`config.mk`:
```
export PLATFORM = sky130hd
export DESIGN_NAME = narrow_memory_port
export DESIGN_NICKNAME = d
export VERILOG_FILES = /design/src/nmp_pkg.sv /design/src/strobe_if.sv /design/src/iface_clk_gen.sv /design/src/narrow_memory_port.sv /design/src/strobe_mux.sv
export SDC_FILE = /design/constraint.sdc
export NUM_CORES = 1
export LEC_CHECK = 0
export BUFFER_PORTS_ARGS = -buffer_cell sky130_fd_sc_hd__buf_4
export CAP_MARGIN = 20
export CORE_UTILIZATION = 40
export DETAILED_ROUTE_END_ITERATION = 7
export PLACE_DENSITY = 0.73
export SETUP_SLACK_MARGIN = 0.05
export SYNTH_ARGS = -nofsm -noshare
export SYNTH_HDL_FRONTEND = slang
export SYNTH_SLANG_ARGS = --single-unit
export TNS_END_PERCENT = 5
```
`constraint.sdc`:
```
create_clock -name core_clk -period 5.4 [get_ports core_clk]
set_input_delay 0.27 -clock core_clk [delete_from_list [all_inputs] [get_ports core_clk]]
set_output_delay 0.27 -clock core_clk [all_outputs]
set_load 0.005 [all_outputs]
```
`src/nmp_pkg.sv`:
```
package nmp_pkg;

    // register byte offsets
    localparam logic [3:0] CTRL_OFS   = 4'h0;
    localparam logic [3:0] ACCESS_OFS = 4'h4;
    localparam logic [3:0] STATUS_OFS = 4'h8;

    // control register fields
    localparam int CTRL_TYPE_LSB  = 0;
    localparam int CTRL_RSEL_BIT  = 2;
    localparam int CTRL_RATIO_LSB = 3;
    localparam int CTRL_PXFER_BIT = 5;
    localparam logic [31:0] CTRL_RESET = 32'h0000_0000;

    // access register fields
    localparam int ACC_START_BIT = 0;
    localparam int ACC_WRITE_BIT = 1;

    // status register fields
    localparam int STAT_SRC_LSB  = 0;
    localparam int STAT_HOLD_BIT = 2;
    localparam int STAT_BUSY_BIT = 3;
    localparam int STAT_PEND_BIT = 4;

    // divider periods in core cycles
    localparam logic [2:0] DIV4_PERIOD = 3'h4;
    localparam logic [2:0] DIV6_PERIOD = 3'h6;

    // data phase length in interface clock periods
    localparam int DATA_TICKS_DEFAULT = 2;

    typedef enum logic [1:0] {
        SRC_EXT  = 2'b00,
        SRC_DIV4 = 2'b01,
        SRC_DIV6 = 2'b10
    } clk_src_t;

    typedef enum logic [1:0] {
        MEM_ASYNC = 2'b00,
        MEM_SDRAM = 2'b01,
        MEM_SYNC  = 2'b10
    } mem_type_t;

    typedef enum logic [1:0] {
        RATIO_1 = 2'b00,
        RATIO_2 = 2'b01,
        RATIO_4 = 2'b10
    } ratio_t;

    // strap pins to clock source; the unused code falls back to the external clock
    function automatic clk_src_t strap_to_src(input logic [1:0] strap);
        clk_src_t src;
        src = SRC_EXT;
        if (strap == 2'b01) begin
            src = SRC_DIV4;
        end else if (strap == 2'b10) begin
            src = SRC_DIV6;
        end
        return src;
    endfunction : strap_to_src

endpackage : nmp_pkg

```
`src/strobe_if.sv`:
```
`timescale 1ns/100ps
interface strobe_if;
    import nmp_pkg::*;
    mem_type_t mem_type;
    logic      read_en_select;
    logic      addr_phase;
    logic      data_phase;
    logic      is_write;
    logic      rd_n;
    logic      oe_n;
    logic      we_n;

    modport ctrl (output mem_type, output read_en_select, output addr_phase,
                  output data_phase, output is_write, input rd_n, input oe_n, input we_n);
    modport mux  (input mem_type, input read_en_select, input addr_phase,
                  input data_phase, input is_write, output rd_n, output oe_n, output we_n);
endinterface : strobe_if

```
`src/iface_clk_gen.sv`:
```
`timescale 1ns/100ps
module iface_clk_gen (
    // clock and reset
    input  wire logic              core_clk,
    input  wire logic              rst,
    // configuration
    input  wire logic              run,
    input  wire nmp_pkg::clk_src_t src,
    input  wire nmp_pkg::ratio_t   ratio,
    input  wire logic              iface_clk_in,
    // results
    output logic                   tick,
    output logic                   full_clk_out,
    output logic                   div_clk_out
);
    import nmp_pkg::*;

    // core cycles per interface period for the two divided sources
    function automatic logic [2:0] div_period(input clk_src_t sel);
        return (sel == SRC_DIV4) ? DIV4_PERIOD : DIV6_PERIOD;
    endfunction : div_period

    logic [2:0] cnt, next_cnt;
    logic       ext_q, next_ext_q;
    logic [1:0] div_cnt, next_div_cnt;
    logic       next_tick, next_full, next_div;
    logic       rise, fall;

    // rise and fall events of the selected interface clock
    always_comb begin
        next_cnt   = cnt;
        next_ext_q = iface_clk_in;
        rise       = 1'b0;
        fall       = 1'b0;
        if (run) begin
            if (src == SRC_EXT) begin
                rise     = iface_clk_in & ~ext_q;
                fall     = ~iface_clk_in & ext_q;
                next_cnt = 3'h0;
            end else begin
                if (cnt == div_period(src) - 3'h1) begin
                    next_cnt = 3'h0;
                end else begin
                    next_cnt = cnt + 3'h1;
                end
                rise = (cnt == 3'h0);
                fall = (cnt == div_period(src) >> 1); // high for the first half period
            end
        end
    end

    // full-rate clock follows the selected clock; divided clock toggles per ratio
    always_comb begin
        next_tick    = rise;
        next_full    = full_clk_out;
        next_div     = div_clk_out;
        next_div_cnt = div_cnt;
        if (rise) begin
            next_full = 1'b1;
        end else if (fall) begin
            next_full = 1'b0;
        end
        case (ratio)
            RATIO_1: begin
                next_div = next_full;
            end
            RATIO_2: begin
                if (rise) begin
                    next_div = ~div_clk_out;
                end
            end
            default: begin
                if (rise) begin
                    next_div_cnt = div_cnt + 2'h1;
                    if (div_cnt[0]) begin
                        next_div = ~div_clk_out;
                    end
                end
            end
        endcase
    end

    // register counters and clock levels
    always_ff @(posedge core_clk or posedge rst) begin
        if (rst) begin
            cnt          <= 3'h0;
            ext_q        <= 1'b0;
            div_cnt      <= 2'h0;
            tick         <= 1'b0;
            full_clk_out <= 1'b0;
            div_clk_out  <= 1'b0;
        end else begin
            cnt          <= next_cnt;
            ext_q        <= next_ext_q;
            div_cnt      <= next_div_cnt;
            tick         <= next_tick;
            full_clk_out <= next_full;
            div_clk_out  <= next_div;
        end
    end

endmodule : iface_clk_gen

```
`src/narrow_memory_port.sv`:
```
// Contract
// - After reset the interface clock source is taken from two strap pins: external clock, core/4 or core/6.
// - The divided output clock runs at the interface clock divided by 1, 2 or 4 as programmed.
// - The full output clock runs at the interface clock rate.
// - In programmable synchronous mode the shared strobe is an address strobe when select is 0, a read enable when 1.
// - The first strobe is the async read enable, the SDRAM column strobe, or the sync address strobe or read enable.
// - The second strobe is the async output enable, the SDRAM row strobe, or the sync output enable.
// - The device answers a hold request with a hold acknowledge output.
// - The device raises a bus request output while it needs the external bus.
// - The device drives a peripheral transfer output for direct transfers between peripherals.
//
// Local design decisions: the address map and the Avalon-MM interface to the registers.
`timescale 1ns/100ps
module narrow_memory_port #(
    parameter int DATA_TICKS = nmp_pkg::DATA_TICKS_DEFAULT
) (
    // clock and reset
    input  wire logic        core_clk,
    input  wire logic        rst,
    // avalon-mm slave
    input  wire logic [3:0]  avs_address,
    input  wire logic        avs_read,
    input  wire logic        avs_write,
    input  wire logic [31:0] avs_writedata,
    input  wire logic [3:0]  avs_byteenable,
    output logic [31:0]      avs_readdata,
    output logic             avs_waitrequest,
    // clocking
    input  wire logic        iface_clk_in,
    input  wire logic [1:0]  narrow_port_addr_strap,
    output logic             full_clk_out,
    output logic             div_clk_out,
    // arbitration
    input  wire logic        hold_req_in,
    output logic             hold_ack_out,
    output logic             bus_req_out,
    // strobes, active low, with the active-high peripheral transfer output and bus output enable
    output logic             strobe_rd_n,
    output logic             strobe_oe_n,
    output logic             strobe_we_n,
    output logic             periph_xfer_out,
    output logic             bus_oe
);
    import nmp_pkg::*;

    // the data phase counter is eight bits wide and counts down to zero
    if (DATA_TICKS < 1 || DATA_TICKS > 255) begin : g_ticks_check
        $error("DATA_TICKS must be 1..255");
    end

    typedef enum logic [1:0] {
        ST_IDLE = 2'b00,
        ST_ADDR = 2'b01,
        ST_DATA = 2'b10,
        ST_HOLD = 2'b11
    } acc_state_t;

    // a register write lands at one offset when taken with byte lane 0 enabled
    function automatic logic reg_wr_hit(input logic       go,
                                        input logic       wr,
                                        input logic [3:0] addr,
                                        input logic       lane0,
                                        input logic [3:0] ofs);
        return go & wr & (addr == ofs) & lane0;
    endfunction : reg_wr_hit

    strobe_if sif ();

    // configuration and strap state
    logic       strap_done, next_strap_done;
    clk_src_t   clk_src, next_clk_src;
    mem_type_t  mem_type, next_mem_type;
    logic       rsel, next_rsel;
    ratio_t     ratio, next_ratio;
    logic       pxfer_en, next_pxfer_en;
    // bus slave state
    logic        next_waitrequest;
    logic [31:0] next_readdata;
    logic        bus_go;
    logic        ctrl_wr, access_wr;
    logic        busy;
    // access state
    acc_state_t  state, next_state;
    logic [7:0]  tick_cnt, next_tick_cnt;
    logic        pending, next_pending;
    logic        pend_write, next_pend_write;
    logic        cur_write, next_cur_write;
    logic        next_hold_ack, next_bus_req, next_pxfer, next_bus_oe;
    logic        next_rd_n, next_oe_n, next_we_n;
    logic        tick;

    // interface clock and its two output clocks
    iface_clk_gen u_clk (
        .core_clk     (core_clk),
        .rst          (rst),
        .run          (strap_done),
        .src          (clk_src),
        .ratio        (ratio),
        .iface_clk_in (iface_clk_in),
        .tick         (tick),
        .full_clk_out (full_clk_out),
        .div_clk_out  (div_clk_out)
    );

    // strobe role selection
    strobe_mux u_mux (
        .sif (sif)
    );

    assign sif.mem_type       = mem_type;
    assign sif.read_en_select = rsel;
    assign sif.addr_phase     = (state == ST_ADDR);
    assign sif.data_phase     = (state == ST_DATA);
    assign sif.is_write       = cur_write;

    // a request is taken in the cycle waitrequest is low
    assign bus_go = (avs_read | avs_write) & ~avs_waitrequest;

    // write strobes for the two writable registers
    assign ctrl_wr   = reg_wr_hit(bus_go, avs_write, avs_address, avs_byteenable[0], CTRL_OFS);
    assign access_wr = reg_wr_hit(bus_go, avs_write, avs_address, avs_byteenable[0], ACCESS_OFS);

    // an access owns the bus in its address or data phase
    assign busy = (state == ST_ADDR) | (state == ST_DATA);

    // strap capture and register writes
    always_comb begin
        next_strap_done = 1'b1;
        next_clk_src    = clk_src;
        next_mem_type   = mem_type;
        next_rsel       = rsel;
        next_ratio      = ratio;
        next_pxfer_en   = pxfer_en;
        if (!strap_done) begin
            next_clk_src = strap_to_src(narrow_port_addr_strap);
        end
        if (ctrl_wr) begin
            if (avs_writedata[CTRL_TYPE_LSB +: 2] != 2'b11) begin
                next_mem_type = mem_type_t'(avs_writedata[CTRL_TYPE_LSB +: 2]);
            end
            next_rsel = avs_writedata[CTRL_RSEL_BIT];
            if (avs_writedata[CTRL_RATIO_LSB +: 2] != 2'b11) begin
                next_ratio = ratio_t'(avs_writedata[CTRL_RATIO_LSB +: 2]);
            end
            next_pxfer_en = avs_writedata[CTRL_PXFER_BIT];
        end
    end

    // strap and control register state
    always_ff @(posedge core_clk or posedge rst) begin
        if (rst) begin
            strap_done <= 1'b0;
            clk_src    <= SRC_EXT;
            mem_type   <= mem_type_t'(CTRL_RESET[CTRL_TYPE_LSB +: 2]);
            rsel       <= CTRL_RESET[CTRL_RSEL_BIT];
            ratio      <= ratio_t'(CTRL_RESET[CTRL_RATIO_LSB +: 2]);
            pxfer_en   <= CTRL_RESET[CTRL_PXFER_BIT];
        end else begin
            strap_done <= next_strap_done;
            clk_src    <= next_clk_src;
            mem_type   <= next_mem_type;
            rsel       <= next_rsel;
            ratio      <= next_ratio;
            pxfer_en   <= next_pxfer_en;
        end
    end

    // waitrequest drops for one cycle per request; read data ready then
    always_comb begin
        next_waitrequest = ~((avs_read | avs_write) & avs_waitrequest);
        next_readdata    = 32'h0000_0000;
        if (avs_address == CTRL_OFS) begin
            next_readdata[CTRL_TYPE_LSB +: 2]  = mem_type;
            next_readdata[CTRL_RSEL_BIT]       = rsel;
            next_readdata[CTRL_RATIO_LSB +: 2] = ratio;
            next_readdata[CTRL_PXFER_BIT]      = pxfer_en;
        end else if (avs_address == ACCESS_OFS) begin
            next_readdata[ACC_START_BIT] = pending;
            next_readdata[ACC_WRITE_BIT] = pend_write;
        end else if (avs_address == STATUS_OFS) begin
            next_readdata[STAT_SRC_LSB +: 2] = clk_src;
            next_readdata[STAT_HOLD_BIT]     = hold_ack_out;
            next_readdata[STAT_BUSY_BIT]     = busy;
            next_readdata[STAT_PEND_BIT]     = pending;
        end
    end

    // bus answer registers
    always_ff @(posedge core_clk or posedge rst) begin
        if (rst) begin
            avs_waitrequest <= 1'b1;
            avs_readdata    <= 32'h0000_0000;
        end else begin
            avs_waitrequest <= next_waitrequest;
            avs_readdata    <= next_readdata;
        end
    end

    // access sequencer and hold arbitration, stepping on interface clock ticks
    always_comb begin
        next_state      = state;
        next_tick_cnt   = tick_cnt;
        next_pending    = pending;
        next_pend_write = pend_write;
        next_cur_write  = cur_write;
        if (tick) begin
            case (state)
                ST_IDLE: begin
                    if (hold_req_in) begin
                        next_state = ST_HOLD;
                    end else if (pending) begin
                        next_state     = ST_ADDR;
                        next_cur_write = pend_write;
                        next_pending   = 1'b0;
                    end
                end
                ST_ADDR: begin
                    next_state    = ST_DATA;
                    next_tick_cnt = 8'(DATA_TICKS - 1);
                end
                ST_DATA: begin
                    if (tick_cnt == 8'h00) begin
                        next_state = ST_IDLE;
                    end else begin
                        next_tick_cnt = tick_cnt - 8'h01;
                    end
                end
                default: begin
                    if (!hold_req_in) begin
                        next_state = ST_IDLE;
                    end
                end
            endcase
        end
        // a start is taken only while no access is pending
        if (access_wr && avs_writedata[ACC_START_BIT] && !pending) begin
            next_pending    = 1'b1;
            next_pend_write = avs_writedata[ACC_WRITE_BIT];
        end
    end

    // registered pin outputs
    always_comb begin
        next_hold_ack = (next_state == ST_HOLD);
        next_bus_req  = next_pending | (next_state == ST_ADDR)
                        | (next_state == ST_DATA);
        next_bus_oe   = (next_state != ST_HOLD);
        next_pxfer    = pxfer_en & (state == ST_DATA) & (next_state == ST_DATA);
        next_rd_n     = sif.rd_n;
        next_oe_n     = sif.oe_n;
        next_we_n     = sif.we_n;
    end

    // sequencer state and registered pins
    always_ff @(posedge core_clk or posedge rst) begin
        if (rst) begin
            state           <= ST_IDLE;
            tick_cnt        <= 8'h00;
            pending         <= 1'b0;
            pend_write      <= 1'b0;
            cur_write       <= 1'b0;
            hold_ack_out    <= 1'b0;
            bus_req_out     <= 1'b0;
            bus_oe          <= 1'b1;
            periph_xfer_out <= 1'b0;
            strobe_rd_n     <= 1'b1;
            strobe_oe_n     <= 1'b1;
            strobe_we_n     <= 1'b1;
        end else begin
            state           <= next_state;
            tick_cnt        <= next_tick_cnt;
            pending         <= next_pending;
            pend_write      <= next_pend_write;
            cur_write       <= next_cur_write;
            hold_ack_out    <= next_hold_ack;
            bus_req_out     <= next_bus_req;
            bus_oe          <= next_bus_oe;
            periph_xfer_out <= next_pxfer;
            strobe_rd_n     <= next_rd_n;
            strobe_oe_n     <= next_oe_n;
            strobe_we_n     <= next_we_n;
        end
    end

endmodule : narrow_memory_port

```
`src/strobe_mux.sv`:
```
`timescale 1ns/100ps
module strobe_mux (
    // phase and mode in, active-low strobes out
    strobe_if.mux sif
);
    import nmp_pkg::*;

    logic rd_phase;

    // pin roles per memory type; all strobes active low
    always_comb begin
        rd_phase = sif.data_phase & ~sif.is_write;
        sif.rd_n = 1'b1;
        sif.oe_n = 1'b1;
        sif.we_n = 1'b1;
        case (sif.mem_type)
            MEM_SDRAM: begin
                sif.oe_n = ~sif.addr_phase;
                sif.rd_n = ~sif.data_phase;
                sif.we_n = ~(sif.data_phase & sif.is_write);
            end
            MEM_SYNC: begin
                if (sif.read_en_select) begin
                    sif.rd_n = ~rd_phase;
                end else begin
                    sif.rd_n = ~sif.addr_phase;
                end
                sif.oe_n = ~rd_phase;
                sif.we_n = ~(sif.data_phase & sif.is_write);
            end
            default: begin
                sif.rd_n = ~rd_phase;
                sif.oe_n = ~rd_phase;
                sif.we_n = ~(sif.data_phase & sif.is_write);
            end
        endcase
    end

endmodule : strobe_mux

```
# Yosys cells after proc, flatten, opt, wreduce, memory -nomap -nowiden
# Index checks and enable logic that the tools add are counted.
dict set report classes {
  add_sub_neg 4
  n_eq_ne 20
  n_mux 35
  bitwise 29
  n_reduce_logical 19
}
# cell n
set op_table {}
lappend op_table {{2-to-1 mux 2 bit} 9}
lappend op_table {{2-to-1 mux 1 bit} 16}
lappend op_table {{one-hot mux 8 bit (2 select lines)} 1}
lappend op_table {{bitwise AND 1 bit} 13}
lappend op_table {{equality test 2 x 1 -> 1 bit (second input constant)} 6}
lappend op_table {{NOT 1 bit} 12}
lappend op_table {{equality test 2 bit (second input constant)} 5}
lappend op_table {{2-to-1 mux 5 bit} 2}
lappend op_table {{2-to-1 mux 3 bit} 3}
lappend op_table {{logical NOT 8 bit} 1}
lappend op_table {{2-to-1 mux 8 bit} 1}
lappend op_table {{!= test 2 bit (second input constant)} 4}
lappend op_table {{subtractor 8 x 1 -> 8 bit (second input constant)} 1}
lappend op_table {{logical NOT 2 bit} 3}
lappend op_table {{one-hot mux 2 bit (3 select lines)} 1}
lappend op_table {{AND reduction 2 bit} 3}
lappend op_table {{AND reduction 3 bit} 2}
lappend op_table {{equality test 4 x 3 -> 1 bit (second input constant)} 1}
lappend op_table {{equality test 4 bit (second input constant)} 1}
lappend op_table {{logical NOT 4 bit} 1}
lappend op_table {{bitwise OR 1 bit} 4}
lappend op_table {{one-hot mux 1 bit (2 select lines)} 2}
lappend op_table {{AND reduction 4 bit} 1}
lappend op_table {{nonzero test 2 bit} 2}
lappend op_table {{11 further kinds} 12}
dict set report word_totals {
  reg_bits 45
  output_inout_bits 42
  word_cells 133
}

# Logic depth before layout (Yosys ltp)
dict set report logic_depth {
  depth_word 10
  ltp_mapped 8
  mapped_depth_nobuf 8
}

# By module
# Synthesis repeated with hierarchy kept, for this count alone.
dict set report unflattened {
  cells_unflattened 239
  area_unflattened_um2 2416.1
}
# mod instances cells_each area_per_inst_um2 seq_area_each_um2
set by_module_without_submodules {}
lappend by_module_without_submodules {narrow_memory_port 1 179 1879.3 907.1}
lappend by_module_without_submodules {iface_clk_gen 1 49 454.2 200.2}
lappend by_module_without_submodules {strobe_mux 1 11 82.6 0.0}

# Worst setup path before layout
# Ideal clock, no wire load.
dict set report synth_timing {
  kind {flip-flop to flip-flop}
  from {register clk_src[1]}
  to {register u_clk.div_clk_out}
  arrival_time_ps 1584
  required_time_ps 5274
  path_slack_ps 3690
  stages_incl_launch_ff 7
  synth_period_minus_slack_ps 1710
  cell_sequence {dfrtp_1 buf_6 or4b_4 o21ai_2 nand2_2 a21o_1 a221o_1}
}
dict set report synth_via {
  elab_chain_len 8
}
# item line_no
set synth_rtl {}
lappend synth_rtl {{from (decl)} narrow_memory_port.sv:71} ;# clk_src_t clk_src, next_clk_src;
lappend synth_rtl {{from (signal assigned)} narrow_memory_port.sv:160} ;# clk_src <= next_clk_src;
lappend synth_rtl {{equality test 2 x 1 -> 1 bit} iface_clk_gen.sv:20} ;# return (sel == SRC_DIV4) ? DIV4_PERIOD : DIV6_PERIOD;
lappend synth_rtl {{2-to-1 mux 2 bit} iface_clk_gen.sv:20}
lappend synth_rtl {{equality test 3 x 2 -> 1 bit} iface_clk_gen.sv:47} ;# fall = (cnt == div_period(src) >> 1);
lappend synth_rtl {{2-to-1 mux 1 bit} iface_clk_gen.sv:36} ;# if (src == SRC_EXT) begin
lappend synth_rtl {{2-to-1 mux 1 bit} iface_clk_gen.sv:35} ;# if (run) begin
lappend synth_rtl {{2-to-1 mux 1 bit} iface_clk_gen.sv:60} ;# end else if (fall) begin
lappend synth_rtl {{2-to-1 mux 1 bit} iface_clk_gen.sv:58} ;# if (rise) begin
lappend synth_rtl {{one-hot mux 1 bit (2 select lines)} iface_clk_gen.sv:63} ;# case (ratio)
lappend synth_rtl {{to (signal assigned)} iface_clk_gen.sv:98} ;# div_clk_out <= next_div;
lappend synth_rtl {{to (decl)} iface_clk_gen.sv:14} ;# output logic div_clk_out
# Several ways; a longest one is shown, not always the timed one.
# A chain may end at the register's enable or synchronous reset.

# Final worst setup path
dict set report layout_timing {
  from {register state[0]}
  to {register bus_req_out}
}
# item line_no
set layout_rtl {}
lappend layout_rtl {{from (decl)} narrow_memory_port.sv:83} ;# acc_state_t state, next_state;
lappend layout_rtl {{from (signal assigned)} narrow_memory_port.sv:270} ;# state <= next_state;
lappend layout_rtl {{equality test 2 bit (tied with other cells)} narrow_memory_port.sv:207} ;# case (state)
lappend layout_rtl {{one-hot mux 2 bit (3 select lines) *} narrow_memory_port.sv:207}
lappend layout_rtl {{2-to-1 mux 2 bit *} narrow_memory_port.sv:206} ;# if (tick) begin
lappend layout_rtl {{net next_state[1]} narrow_memory_port.sv:83}
lappend layout_rtl {{equality test 2 x 1 -> 1 bit} narrow_memory_port.sv:245} ;# next_bus_req = next_pending | (next_state == ST_ADDR)
lappend layout_rtl {{bitwise OR 1 bit} narrow_memory_port.sv:245}
lappend layout_rtl {{bitwise OR 1 bit *} narrow_memory_port.sv:246} ;# | (next_state == ST_DATA);
lappend layout_rtl {{net next_bus_req} narrow_memory_port.sv:88} ;# logic next_hold_ack, next_bus_req, next_pxfer, next_bus_oe;
lappend layout_rtl {{to (signal assigned)} narrow_memory_port.sv:276} ;# bus_req_out <= next_bus_req;
lappend layout_rtl {{to (decl)} narrow_memory_port.sv:36} ;# output logic bus_req_out,
# Mark *: on every way through the listed nets, which the timed path passes. The rest lies on a longest branch.

==> flow_metrics.env <==
export IMPL_worstMarginPinSlew_ns=0.546
export IMPL_antenna_left=0
export IMPL_cts_resized=0
export IMPL_cts_sinks=44
export IMPL_cpLargestDelayFamily="compound AO/OA/AOI/OAI gates"
export IMPL_critPathMaxFanout=14
export IMPL_dp_cells=336
export IMPL_yosysWarnings=0
export IMPL_row_count=27
export IMPL_diodes=0
export IMPL_multi_input_area_um2=1110
export IMPL_status="complete, no violations"
export IMPL_design_die_area_um2=6350
export IMPL_overflow=0
export IMPL_die_y_um=79.7
export IMPL_vias=1645
export IMPL_clk_path_buf_depth=2
export IMPL_numCtsBuffers=5
export IMPL_fin_nets=329
export IMPL_clkLatencyLatePin_ns=0.30
export IMPL_crit_path_start_kind="flip-flop"
export IMPL_avgSynthCellArea_um2=10.2
export IMPL_finalHoldViolCount=0
export IMPL_antenna_found_initial=0
export IMPL_port_buffers=34
export IMPL_fin_util_pct=48.2
export IMPL_path_cells="inv_1 > ha_1 > a21bo_2 > a221oi_2 > nand2_1 > inv_1 > o21bai_1"
export IMPL_syn_area_um2=2410
export IMPL_ir_drop_uv=140
export IMPL_cap_violations=0
export IMPL_viasPerCell=4.78
export IMPL_hold_buffers=0
export IMPL_wl_per_cell_um=12.3
export IMPL_worstReg2RegEnd="bus_req_out"
export IMPL_synthArstFlopShare_pct=100
export IMPL_clkSlewWorstSetupHoldPaths_ns=0.09
export IMPL_crit_end="bus_req_out"
export IMPL_worstSetupEndpointType="flip-flop"
export IMPL_leakagePower_nw=1.33
export IMPL_reg2reg_slack_ns=3.27
export IMPL_grt_total_usage_pct=15.0
export IMPL_worstPathArrival_ns=2.30
export IMPL_synth_area_top_cells="dfrtp_1, buf_4, dfstp_2"
export IMPL_cp_num_cells=7
export IMPL_fin_hold_ws_ns=0.0888
export IMPL_netlist_instances=237
export IMPL_synth_seq_area_share_pct=45.9
export IMPL_seqCellArea_um2=1110
export IMPL_start_util_pct=42.5
export IMPL_dr_pass1_iters=4
export IMPL_postCtsSetupBuffers=0
export IMPL_core_um2=5680
export IMPL_setup_worst_path_start="state[0]"
export IMPL_first_global_vias=1569
export IMPL_hpwlAfterDp_um=3100
export IMPL_skew_ns=0.00995
export IMPL_drive_gt1_share_pct=23.9
export IMPL_yosysTopAreaCell="dfrtp_1"
export IMPL_ys_seq_elements=44
export IMPL_tritoncts="yes"
export IMPL_grt_start_max_net_pins=45
export IMPL_fillers=520
export IMPL_max_stage_delay_ns=0.46
export IMPL_worstSetupPathType="flip-flop to flip-flop"
export IMPL_timing_final_crit_share_pct=39.4
export IMPL_syn2layout_area_growth_pct=13.4
export IMPL_htreeDepth=2
export IMPL_pin_count=90
export IMPL_root_buffer="clkbuf_8"
export IMPL_setup_viol=0
export IMPL_grt_pass1_wl_um=7370
export IMPL_yosysMostFrequentCell="dfrtp_1"
export IMPL_synthFlopType="dfrtp_1"
export IMPL_fin_cells=344
export IMPL_setup_tns_ns=0
export IMPL_slew_viol_final=0
export IMPL_crit_buf_inv=2
export IMPL_drc_errors=0
export IMPL_cp_slowest_cell="ha_1"
export IMPL_rsz0062_at_grt="no"
export IMPL_synth_top_area_share_pct=40.4
export IMPL_synth_edf_count=0
export IMPL_hold_class="input port to async pin"
export IMPL_layout_min_cycle_time_ns=2.13
export IMPL_gp_routability_congestion=0.793
export IMPL_drt_iter0_markers=110
export IMPL_synth_top_cells_by_count="dfrtp_1, buf_4, nor2_1"
export IMPL_crit_top_cell="inv_1"
export IMPL_fp_dieW_um=79.7
export IMPL_ys_types=53
export IMPL_p_per_area_nw_per_um2=398
export IMPL_relSlewSlack_pct=63.6
export IMPL_ff2ff_path_depth=7
export IMPL_wl_um=4250
export IMPL_critPathRequiredTime_ns=5.58
export IMPL_max_freq_mhz=470
export IMPL_crit_reg2reg_launch="state[0]"
-- where the power goes --
| group | internal [W] | switching (W) |
|---|---|---|
| logic | 0.000170 | 0.000179 |
| clock network | 0.000139 | 0.000118 |
| registers | 0.000415 | 0.0000689 |
| total | 0.000724 | 0.000366 |
-- sequential cells by signal (all words and copies together) (netlist names), 2 cells and up --
signal	count
avs_readdata	6
clk_src	2
tick_cnt	8
mem_type	2
ratio	2
state	2
u_clk.cnt	3
-- kinds of logic after synthesis --
kind of cell             Yosys count  synth area share [%]
other                              2                 0.311
flip-flops                        44                  45.9
multiplexers                      12                  5.18
XOR/XNOR                           7                  2.54
adder cells (fa/ha/maj)           10                  5.18
buffers and inverters             46                  11.9
AND/OR/NAND/NOR                   73                  15.5
AO/OA/AOI/OAI                     43                  13.5
-- worst min path at each step --
stage | from | to | slack [ns] | cells after the start
6_report | rst | avs_readdata[0] | 0.09 | 3
5_1_grt | iface_clk_in | u_clk.ext_q | 0.07 | 1
4_1_cts | iface_clk_in | u_clk.ext_q | 0.08 | 1
3_5_place_dp | iface_clk_in | u_clk.ext_q | 0.40 | 1
3_3_place_gp | iface_clk_in | u_clk.ext_q | 0.39 | 1
2_1_floorplan | iface_clk_in | u_clk.ext_q | 0.30 | 0
-- layer usage --
metal	GRT usage, %	up-vias	wire (µm)
li1	-	819	-
met1	20.7	779	2070
met2	23.3	42	1950
met3	2.51	5	155
met4	6.00	0	70
met5	0	-	0
-- placed cells by master, fill, tap and decap left out, types with 2 or more instances in the layout --
cell type   n
mux2i_1     8
o21ai_0     6
o22a_1      4
xnor2_1     5
nand2_1    16
a21oi_1     5
nand3_1     3
nor3b_1     2
a31oi_1     2
inv_1      12
nor2_1     23
a21o_1      4
conb_1     27
nor3_1      5
mux2_2      4
o22ai_1     4
or2_2       2
ha_1       10
a211oi_1    4
clkbuf_8    5
or3_1       3
dfstp_2     5
nor2b_1     4
buf_4      35
nand2b_1    6
xor2_1      2
dfrtp_1    39
-- per-stage QoR --
step / power, W / instance area (µm²) / worst slack, ns
floorplan: 0.000739 / 2510 / 3.69
global placement: 0.000828 / 2620 / 3.28
detailed placement: 0.000838 / 2620 / 3.30
CTS: 0.00110 / 2740 / 3.28
global route: 0.00118 / 2740 / 3.10
finish: 0.00109 / 2740 / 3.27
-- worst register-to-register path, stage by stage, from the launching register on --
cell and delay (ns):
dfrtp_1 0.43, inv_1 0.14, ha_1 0.46, a21bo_2 0.31
a221oi_2 0.36, nand2_1 0.13, inv_1 0.10, o21bai_1 0.09
-- area by class of cell --
cell class | instances | area share [%]
flip-flops and latches | 44 | 40.4
multi-input cells | 172 | 40.7
repair buffers | 35 | 9.60
well taps | 72 | 3.29
clock buffers | 5 | 2.51
inverters | 13 | 1.78
clock inverters | 3 | 1.69
No activity file was read; power rests on OpenSTA's default activity.
